<file path="config.mk">
export PLATFORM = sky130hd
export DESIGN_NAME = clock_divider_sync_control
export DESIGN_NICKNAME = d
export VERILOG_FILES = /design/src/sync_ctrl_pkg.sv /design/src/pin_sync.sv /design/src/clock_divider_sync_control.sv
export SDC_FILE = /design/constraint.sdc
export NUM_CORES = 1
export LEC_CHECK = 0
export ABC_CLOCK_PERIOD_IN_PS = 3200
export BUFFER_PORTS_ARGS = -buffer_cell sky130_fd_sc_hd__buf_4
export CAP_MARGIN = 25
export CELL_PAD_IN_SITES_DETAIL_PLACEMENT = 1
export CELL_PAD_IN_SITES_GLOBAL_PLACEMENT = 1
export CORE_MARGIN = 4
export CORE_UTILIZATION = 55
export CTS_BUF_LIST = sky130_fd_sc_hd__clkbuf_4
export DETAILED_ROUTE_END_ITERATION = 8
export GPL_TIMING_DRIVEN = 0
export PLACE_DENSITY = 0.9
export REMOVE_ABC_BUFFERS = 1
export SLEW_MARGIN = 20
export SYNTH_ARGS = -nofsm -noshare
export SYNTH_HDL_FRONTEND = slang
export SYNTH_HIERARCHICAL = 1
export SYNTH_SLANG_ARGS = --single-unit
</file>
<file path="constraint.sdc">
create_clock -name sys_clk -period 3.2 [get_ports sys_clk]
set_input_delay 0.48 -clock sys_clk [delete_from_list [all_inputs] [get_ports sys_clk]]
set_output_delay 0.48 -clock sys_clk [all_outputs]
set_load 0.005 [all_outputs]
</file>
<file path="src/sync_ctrl_pkg.sv">
`default_nettype none
package sync_ctrl_pkg;

  // Serial port instruction layout
  localparam int unsigned INSTR_BITS    = 16;
  localparam int unsigned ADDR_BITS     = 13;
  localparam int unsigned DATA_BITS     = 8;
  localparam logic [3:0]  INSTR_LAST    = 4'h000F;
  localparam logic [3:0]  BYTE_LAST     = 4'h0007;
  localparam logic [3:0]  CNT_RESET     = 4'h0000;

  // Register map
  localparam logic [12:0] SYNC_CTRL_ADDR  = 13'h003A;
  localparam logic [2:0]  SYNC_CTRL_RESET = 3'h0;
  localparam int unsigned MASTER_EN_BIT   = 0;
  localparam int unsigned DIV_SYNC_EN_BIT = 1;
  localparam int unsigned NEXT_ONLY_BIT   = 2;
  localparam int unsigned CTRL_BITS       = 3;

  typedef enum logic [1:0] {
    ST_INSTR,
    ST_WRITE,
    ST_READ
  } spi_state_type;

endpackage : sync_ctrl_pkg
`default_nettype wire

</file>
<file path="src/pin_sync.sv">
`timescale 1ns/1ps
`default_nettype none
module pin_sync #(
  parameter int unsigned WIDTH     = 1,
  parameter logic [WIDTH-1:0] RST_VAL = '0
) (
  // Clock and reset
  input  wire logic             sys_clk,
  input  wire logic             rst_b,
  // Asynchronous pins in, synchronised levels out
  input  wire logic [WIDTH-1:0] pin_in,
  output logic      [WIDTH-1:0] pin_sync_out
);

  logic [WIDTH-1:0] meta_q;

  // Two stages; the first is read only by the second
  always_ff @(posedge sys_clk or negedge rst_b) begin
    if (!rst_b) begin
      meta_q       <= RST_VAL;
      pin_sync_out <= RST_VAL;
    end else begin
      meta_q       <= pin_in;
      pin_sync_out <= meta_q;
    end
  end

endmodule : pin_sync
`default_nettype wire

</file>
<file path="src/clock_divider_sync_control.sv">
// Functional notes
// - Master enable bit 0 gates all sync
// - Bit 1 gates sync pulses to divider
// - Bits 0,1 set, bit 2 clear: resync every pulse
// - Bit 2 set: align first pulse only
// - After one-shot sync, bit 1 self-clears
`timescale 1ns/1ps
`default_nettype none
module clock_divider_sync_control
  import sync_ctrl_pkg::*;
(
  // Clock and reset
  input  wire logic sys_clk,
  input  wire logic rst_b,
  // Three-wire serial port
  input  wire logic spi_sclk,
  input  wire logic spi_cs_b,
  input  wire logic sdio_in,
  output logic      sdio_out,
  output logic      sdio_oe_b,
  // Sync pin
  input  wire logic sync_in,
  // Divider side
  output logic      sync_buffer_en,
  output logic      divider_sync
);

  ////////////////////////////////////////////////////////////////////////////
  // Pin synchronisers

  logic [3:0]       pins_s;
  logic             sclk_s;
  logic             cs_b_s;
  logic             sdio_s;
  logic             sync_s;
  logic             sclk_d_q;
  logic             sync_d_q;

  pin_sync #(
    .WIDTH   (4),
    .RST_VAL (4'h0002)
  ) u_pin_sync (
    .sys_clk      (sys_clk),
    .rst_b        (rst_b),
    .pin_in       ({sync_in, sdio_in, spi_cs_b, spi_sclk}),
    .pin_sync_out (pins_s)
  );

  assign sclk_s = pins_s[0];
  assign cs_b_s = pins_s[1];
  assign sdio_s = pins_s[2];
  assign sync_s = pins_s[3];

  always_ff @(posedge sys_clk or negedge rst_b) begin
    if (!rst_b) begin
      sclk_d_q <= 1'b0;
      sync_d_q <= 1'b0;
    end else begin
      sclk_d_q <= sclk_s;
      sync_d_q <= sync_s;
    end
  end

  ////////////////////////////////////////////////////////////////////////////
  // Register decode

  logic [CTRL_BITS-1:0] ctrl_q;

  function automatic logic [DATA_BITS-1:0] reg_read(
    input logic [ADDR_BITS-1:0] addr,
    input logic [CTRL_BITS-1:0] ctrl
  );
    // Reserved bits and unmapped addresses read zero
    if (addr == SYNC_CTRL_ADDR) begin
      reg_read = {5'h0000, ctrl};
    end else begin
      reg_read = 8'h0000;
    end
  endfunction : reg_read

  ////////////////////////////////////////////////////////////////////////////
  // Serial port slave, oversampled in the converter clock domain

  spi_state_type         state_q;
  logic [3:0]            cnt_q;
  logic [14:0]           shift_q;
  logic [ADDR_BITS-1:0]  addr_q;
  logic [DATA_BITS-1:0]  rd_shift_q;
  logic                  sdo_q;

  logic                  cs_act;
  logic                  sclk_rise;
  logic                  sclk_fall;
  logic                  instr_done;
  logic                  byte_done;
  logic                  wr_hit;
  logic [DATA_BITS-1:0]  wr_byte;
  logic [ADDR_BITS-1:0]  instr_addr;
  logic [ADDR_BITS-1:0]  addr_next;
  logic [DATA_BITS-1:0]  rd_byte;

  assign cs_act     = !cs_b_s;
  assign sclk_rise  = cs_act && sclk_s && !sclk_d_q;
  assign sclk_fall  = cs_act && !sclk_s && sclk_d_q;
  assign instr_done = sclk_rise && state_q == ST_INSTR
                      && cnt_q == INSTR_LAST;
  assign byte_done  = sclk_rise && state_q != ST_INSTR
                      && cnt_q == BYTE_LAST;
  assign wr_hit     = byte_done && state_q == ST_WRITE
                      && addr_q == SYNC_CTRL_ADDR;
  assign wr_byte    = {shift_q[6:0], sdio_s};
  assign instr_addr = {shift_q[11:0], sdio_s};
  // Streaming walks addresses downward
  assign addr_next  = ADDR_BITS'(addr_q - 1'b1);
  assign rd_byte    = reg_read(addr_q, ctrl_q);

  always_ff @(posedge sys_clk or negedge rst_b) begin
    if (!rst_b) begin
      state_q <= ST_INSTR;
      cnt_q   <= CNT_RESET;
      shift_q <= 15'h0000;
      addr_q  <= 13'h0000;
    end else if (!cs_act) begin
      state_q <= ST_INSTR;
      cnt_q   <= CNT_RESET;
    end else if (sclk_rise) begin
      shift_q <= {shift_q[13:0], sdio_s};
      cnt_q   <= 4'(cnt_q + 1'b1);
      if (instr_done) begin
        state_q <= shift_q[14] ? ST_READ : ST_WRITE;
        addr_q  <= instr_addr;
        cnt_q   <= CNT_RESET;
      end else if (byte_done) begin
        addr_q  <= addr_next;
        cnt_q   <= CNT_RESET;
      end
    end
  end

  // Read data changes on falling edges, host samples on rising
  always_ff @(posedge sys_clk or negedge rst_b) begin
    if (!rst_b) begin
      rd_shift_q <= 8'h0000;
      sdo_q      <= 1'b0;
    end else if (instr_done) begin
      rd_shift_q <= reg_read(instr_addr, ctrl_q);
    end else if (byte_done) begin
      rd_shift_q <= reg_read(addr_next, ctrl_q);
    end else if (sclk_fall && state_q == ST_READ) begin
      sdo_q      <= rd_shift_q[7];
      rd_shift_q <= {rd_shift_q[6:0], 1'b0};
    end
  end

  assign sdio_out  = sdo_q;
  assign sdio_oe_b = !(cs_act && state_q == ST_READ);

  ////////////////////////////////////////////////////////////////////////////
  // Sync control

  logic master_en;
  logic gate_open;
  logic sync_rise;
  logic one_shot_hit;
  logic div_sync_q;

  assign master_en    = ctrl_q[MASTER_EN_BIT];
  // Buffer unpowered: the pin is not even looked at
  assign sync_rise    = master_en && sync_s && !sync_d_q;
  assign gate_open    = master_en && ctrl_q[DIV_SYNC_EN_BIT];
  assign one_shot_hit = gate_open && sync_rise
                        && ctrl_q[NEXT_ONLY_BIT];

  // A write in the same cycle wins: it is the newer intent
  always_ff @(posedge sys_clk or negedge rst_b) begin
    if (!rst_b) begin
      ctrl_q <= SYNC_CTRL_RESET;
    end else if (wr_hit) begin
      ctrl_q <= wr_byte[CTRL_BITS-1:0];
    end else if (one_shot_hit) begin
      ctrl_q[DIV_SYNC_EN_BIT] <= 1'b0;
    end
  end

  always_ff @(posedge sys_clk or negedge rst_b) begin
    if (!rst_b) begin
      div_sync_q <= 1'b0;
    end else begin
      div_sync_q <= gate_open && sync_rise;
    end
  end

  assign sync_buffer_en = master_en;
  assign divider_sync   = div_sync_q;

  ////////////////////////////////////////////////////////////////////////////
  // Assertions

  // Register as software would read it back
  logic [DATA_BITS-1:0] ctrl_view;

  assign ctrl_view = reg_read(SYNC_CTRL_ADDR, ctrl_q);
endmodule : clock_divider_sync_control
`default_nettype wire

</file>
After elaboration in Yosys (flattened, before gate mapping)
Cells that the tools add are included.

word-level totals
  input port bits = 6
  word-level logic and storage cells = 75
  bits in read-only memories = 0
  memories kept = 0
  bits in latches = 0
  RAM bits = 0
  bits in registers = 57

cells by class
  equality and inequality tests = 7
  order comparisons = 0
  $add $sub $neg = 2
  multiplexer cells = 17
  bitwise operators = 3
  reduce and logical (&&, ||, !) cells = 33
  div/mod/pow operators = 0
  multipliers = 0
  shifts and indexed selects = 0

operators by type and width
  kind                                                   number
  equality test 13 x 6 -> 1 bit (second input constant)  3
  two-way mux 13 bit                                     2
  two-way mux 8 bit                                      3
  logical AND 1 bit                                      17
  two-way mux 4 bit                                      4
  subtractor 13 x 1 -> 13 bit (second input constant)    1
  nonzero test 2 bit                                     5
  two-way mux 2 bit                                      4
  two-way mux 3 bit                                      2
  AND reduction 3 bit                                    2
  zero test 1 bit                                        5
  adder 4 x 1 -> 4 bit (second input constant)           1
  equality test 4 x 3 -> 1 bit (second input constant)   1
  equality test 4 bit (second input constant)            1
  AND reduction 2 bit                                    2
  inverter 1 bit                                         3
  nonzero test 3 bit                                     1
  equality test 2 x 1 -> 1 bit (second input constant)   1
  equality test 2 bit (second input constant)            1
  zero test 2 bit                                        1
  two-way mux 1 bit                                      2

Depth between registers and ports, before layout
  depth after elaboration = 9
  gate-level depth with buffers = 8
  depth with buffers taken out = 7

Hierarchy
Netlist, hierarchy kept.

by module, submodules not included
  module                      sequential area each (µm²)  area an instance (µm²)  cells an instance  times used
  clock_divider_sync_control  1,226.2                     2,616.3                 263                1
  pin_sync                    202.7                       202.7                   8                  1

Worst setup path after synthesis
OpenSTA, ideal clock, no wires.

  kind = reg2reg
  from = register addr_q[0]
  to = register rd_shift_q[0]
  stages on the path, launching flop included = 8
  slack = 1.190 ns
  data arrival time = 1.945 ns
  period minus slack after synthesis = 2.010 ns
  required time = 3.135 ns
  path through = dfrtp_1 > inv_1 > ha_1 > nor3b_2 > nand3_1 > a2111oi_0 > a41o_1 > a22o_1

on the way
  cells in the longest elaborated chain, start to end = 5

RTL lines
  element                        line                               text
  start: declaration             clock_divider_sync_control.sv:87   logic [ADDR_BITS-1:0] addr_q;
  start signal: assignment       clock_divider_sync_control.sv:131  addr_q <= instr_addr;
  start signal: assignment       clock_divider_sync_control.sv:134  addr_q <= addr_next;
  subtractor 13 x 1 -> 13 bit    clock_divider_sync_control.sv:114  assign addr_next = ADDR_BITS'(addr_q - 1'b1);
  equality test 13 x 6 -> 1 bit  clock_divider_sync_control.sv:74   if (addr == SYNC_CTRL_ADDR) begin
  two-way mux 3 bit              clock_divider_sync_control.sv:74
  two-way mux 8 bit              clock_divider_sync_control.sv:147  end else if (byte_done) begin
  two-way mux 8 bit              clock_divider_sync_control.sv:145  end else if (instr_done) begin
  end signal: assignment         clock_divider_sync_control.sv:146  rd_shift_q <= reg_read(instr_addr, ctrl_q);
  end signal: assignment         clock_divider_sync_control.sv:148  rd_shift_q <= reg_read(addr_next, ctrl_q);
  end signal: assignment         clock_divider_sync_control.sv:151  rd_shift_q <= {rd_shift_q[6:0], 1'b0};
  end: declaration               clock_divider_sync_control.sv:88   logic [DATA_BITS-1:0] rd_shift_q;

Every way passes these cells.
A chain may end at the register's enable or synchronous reset.

Worst setup path in the final report
Ends and elaborated chain as after synthesis.

==> impl_metrics.toml <==
[clock_network]
cts_resized = 0
cts_setup_buffers = 0
cts.sinks = 57
cts_made_buffers = 9
clk_latency_ps = 420
clk_path_buf_depth = 2
root_buffer = "clkbuf_4"
cts.clk_slew.worst_paths_ps = 110
holdBufCountCts = 0
cts_tree = "built"
htreeDepth = 3

[critical_path]
critPathArrivalTime_ps = 2980
cp.required_ps = 3570
cp_max_fo = 8
critical_path_class = "flop to flop"
path_cells = "inv_1, ha_1, nor3b_2, nand3_1, a2111oi_0, a41o_1, a22o_1"
critical-path-max-stage-delay_ps = 560
worstSetupEndpointType = "flop"
slowest_stage = "a2111oi_0"
crit_family = "compound AO/OA/AOI/OAI gates"
crit_buf_inv = 1
start_kind = "flop"

[timing]
setup_viol = 0
fin_crit_ps = 2610
hold_viol = 0
worstMarginPinSlew_ps = 932
max-slew-margin-rel_pct = 37.9
slew_viol_final = 0
max_freq_mhz = 383
rsz0062_at_grt = "false"
hold_ws_ps = 95.4
fin_worst_skew_ps = 12.8
fin_crit_sh_pct = 81.7

[synthesis]
mappedNetlistArea_mm2 = 0.00282
synth_seq_area_share_pct = 50.7
syn_inst = 271
yosysWarnings = 6
synthArstFlopShare_pct = 100
synth-seq-cells = 57
synth_ff_type = "dfrtp_1"
syn_area_per_cell_um2 = 10.4
synth_edf_count = 0
synth_cell_types = 54

[floorplan]
rows = 25
start_util_pct = 58.1
dieArea_mm2 = 0.00633
ios = 10
core_area_mm2 = 0.00485
die_w_um = 79.6
die_h_um = 79.6

[power_and_ir_drop]
p_clk_share_pct = 36.0
switching_share_pct = 28.6
p_seq_share_pct = 56.5
combPwrFrac_pct = 7.5
total_power_uw = 1520
irDropWorstVdd_v = 0.000395
internal_power_uw = 1090
p_leak_uw = 0.00142
power.density_mw_per_mm2 = 497
p_switching_uw = 437

[placement]
port-buffer-count = 9
gp_congestion = 0.776
dpl_cell_area_mm2 = 0.00292
dpl.hpwl_um = 4720

[global_route]
grt_max_degree = 58
antenna_found_initial = 0
grt_pass1_wl_um = 11700
grt_usage_pct = 24.8
first_global_vias = 2297
gr-total-overflow = 0

[cells_and_area]
n_antenna_cell = 0
post-route-util_pct = 63.2
final_cell_mix = "dfrtp_1, nand2_1, nor2_1, mux2_2"
area_growth_pct = 8.74
final_nets = 289
design_area_mm2 = 0.00307
drive_above_1_share_pct = 21.1
final_common_cell = "dfrtp_1"

[detailed_routing]
wl_um = 6870
drc = 0
detail_route.iter0.violations = 164
num_vias = 2185
drtPass1Iterations = 4
routed_via_density = 6.23
ant_nets = 0
wl_per_cell_um = 19.6

[run]
cap_violations = 0

[worst_hold_path]
hold_class = "primary input to async pin"

[run_status]
status = "completed"
## flip-flops by register name (all words and copies together), names as in the netlist
register and cells:
divider_sync 1, addr_q 13, state_q 2, cnt_q 4, u_pin_sync/pin_sync_out 4, sdio_out 1
rd_shift_q 8, shift_q 15, u_pin_sync/meta_q 4, sclk_d_q 1, ctrl_q 3, sync_d_q 1
## through the flow
stage / setup TNS, ps / worst slack (ps) / instances
4_1_cts: 0 / 608 / 351
3_3_place_gp: -348 / -104 / 333
3_5_place_dp: 0 / 689 / 335
5_1_grt: 0 / 414 / 351
6_report: 0 / 586 / 351
2_1_floorplan: 0 / 697 / 257
## cells by family after synthesis
group,Yosys count,share of synthesized area (%)
multiplexers,21,8.30
adder cells (fa/ha/maj),4,1.78
AND/OR/NAND/NOR,100,19.7
buffers and inverters,21,3.73
XOR/XNOR,2,0.622
flip-flops,57,50.7
AO/OA/AOI/OAI,66,15.2
## cell usage after synthesis, drive strengths merged, types with 2 or more instances
cell type,number,share of area (%)
nand4,4,0.89
o2111ai,2,0.62
ha,4,1.8
nand2,24,3.2
a31oi,2,0.44
a32oi,2,0.62
mux2i,2,0.71
a21o,3,0.80
dfrtp,55,49
nor2,19,2.5
mux2,19,7.6
a22oi,3,0.80
nand3,11,2.0
xor2,2,0.62
or4,2,0.53
nor3,11,2.0
o21ai,19,3.4
dfstp,2,1.9
or3,4,0.89
nand3b,2,0.53
o22a,2,0.62
nand2b,3,0.67
nor4b,2,0.62
nor4,4,1.3
a21oi,17,3.0
or3b,3,1.0
nor2b,3,0.67
clkbuf,8,1.1
nor3b,5,1.9
o22ai,2,0.44
inv,7,0.93
buf,6,1.7
## final timing paths
path	start	end	slack, ps	cells past startpoint
max in group asynchronous	rst_b	addr_q[6]	2630	1
setup / recovery	addr_q[0]	rd_shift_q[0]	590	7
hold reg to reg	u_pin_sync/meta_q[2]	u_pin_sync/pin_sync_out[2]	360	0
setup reg to reg	addr_q[0]	rd_shift_q[0]	590	7
hold / removal	rst_b	rd_shift_q[4]	100	1
min in group sys_clk	sync_in	u_pin_sync/meta_q[3]	150	1
## power groups by stage
stage | Sequential, uW | Clock [uW] | Combinational [uW]
2_1_floorplan | 837 | 0 | 83.7
3_3_place_gp | 868 | 0 | 108
3_5_place_dp | 873 | 0 | 117
4_1_cts | 858 | 563 | 117
5_1_grt | 869 | 600 | 127
6_report | 861 | 549 | 114
## metal layers
metal / up-vias / track usage (%) / share of wire (%)
met2: 46 / 40.7 / 50
met4: 0 / 8.76 / 1.9
met1: 1112 / 31.0 / 44
met5: - / 0 / 0
li1: 1013 / - / -
met3: 14 / 7.45 / 4.5
## layout make-up
class	instances	area [um^2]
well taps	67	83.8
flip-flops and latches	57	1430
fillers	530	1780
inverters	7	26.3
multi-input cells	193	1300
clock inverters	7	76.3
clock buffers	9	67.6
repair buffers	11	86.3
(Power assumes the default switching activity.)
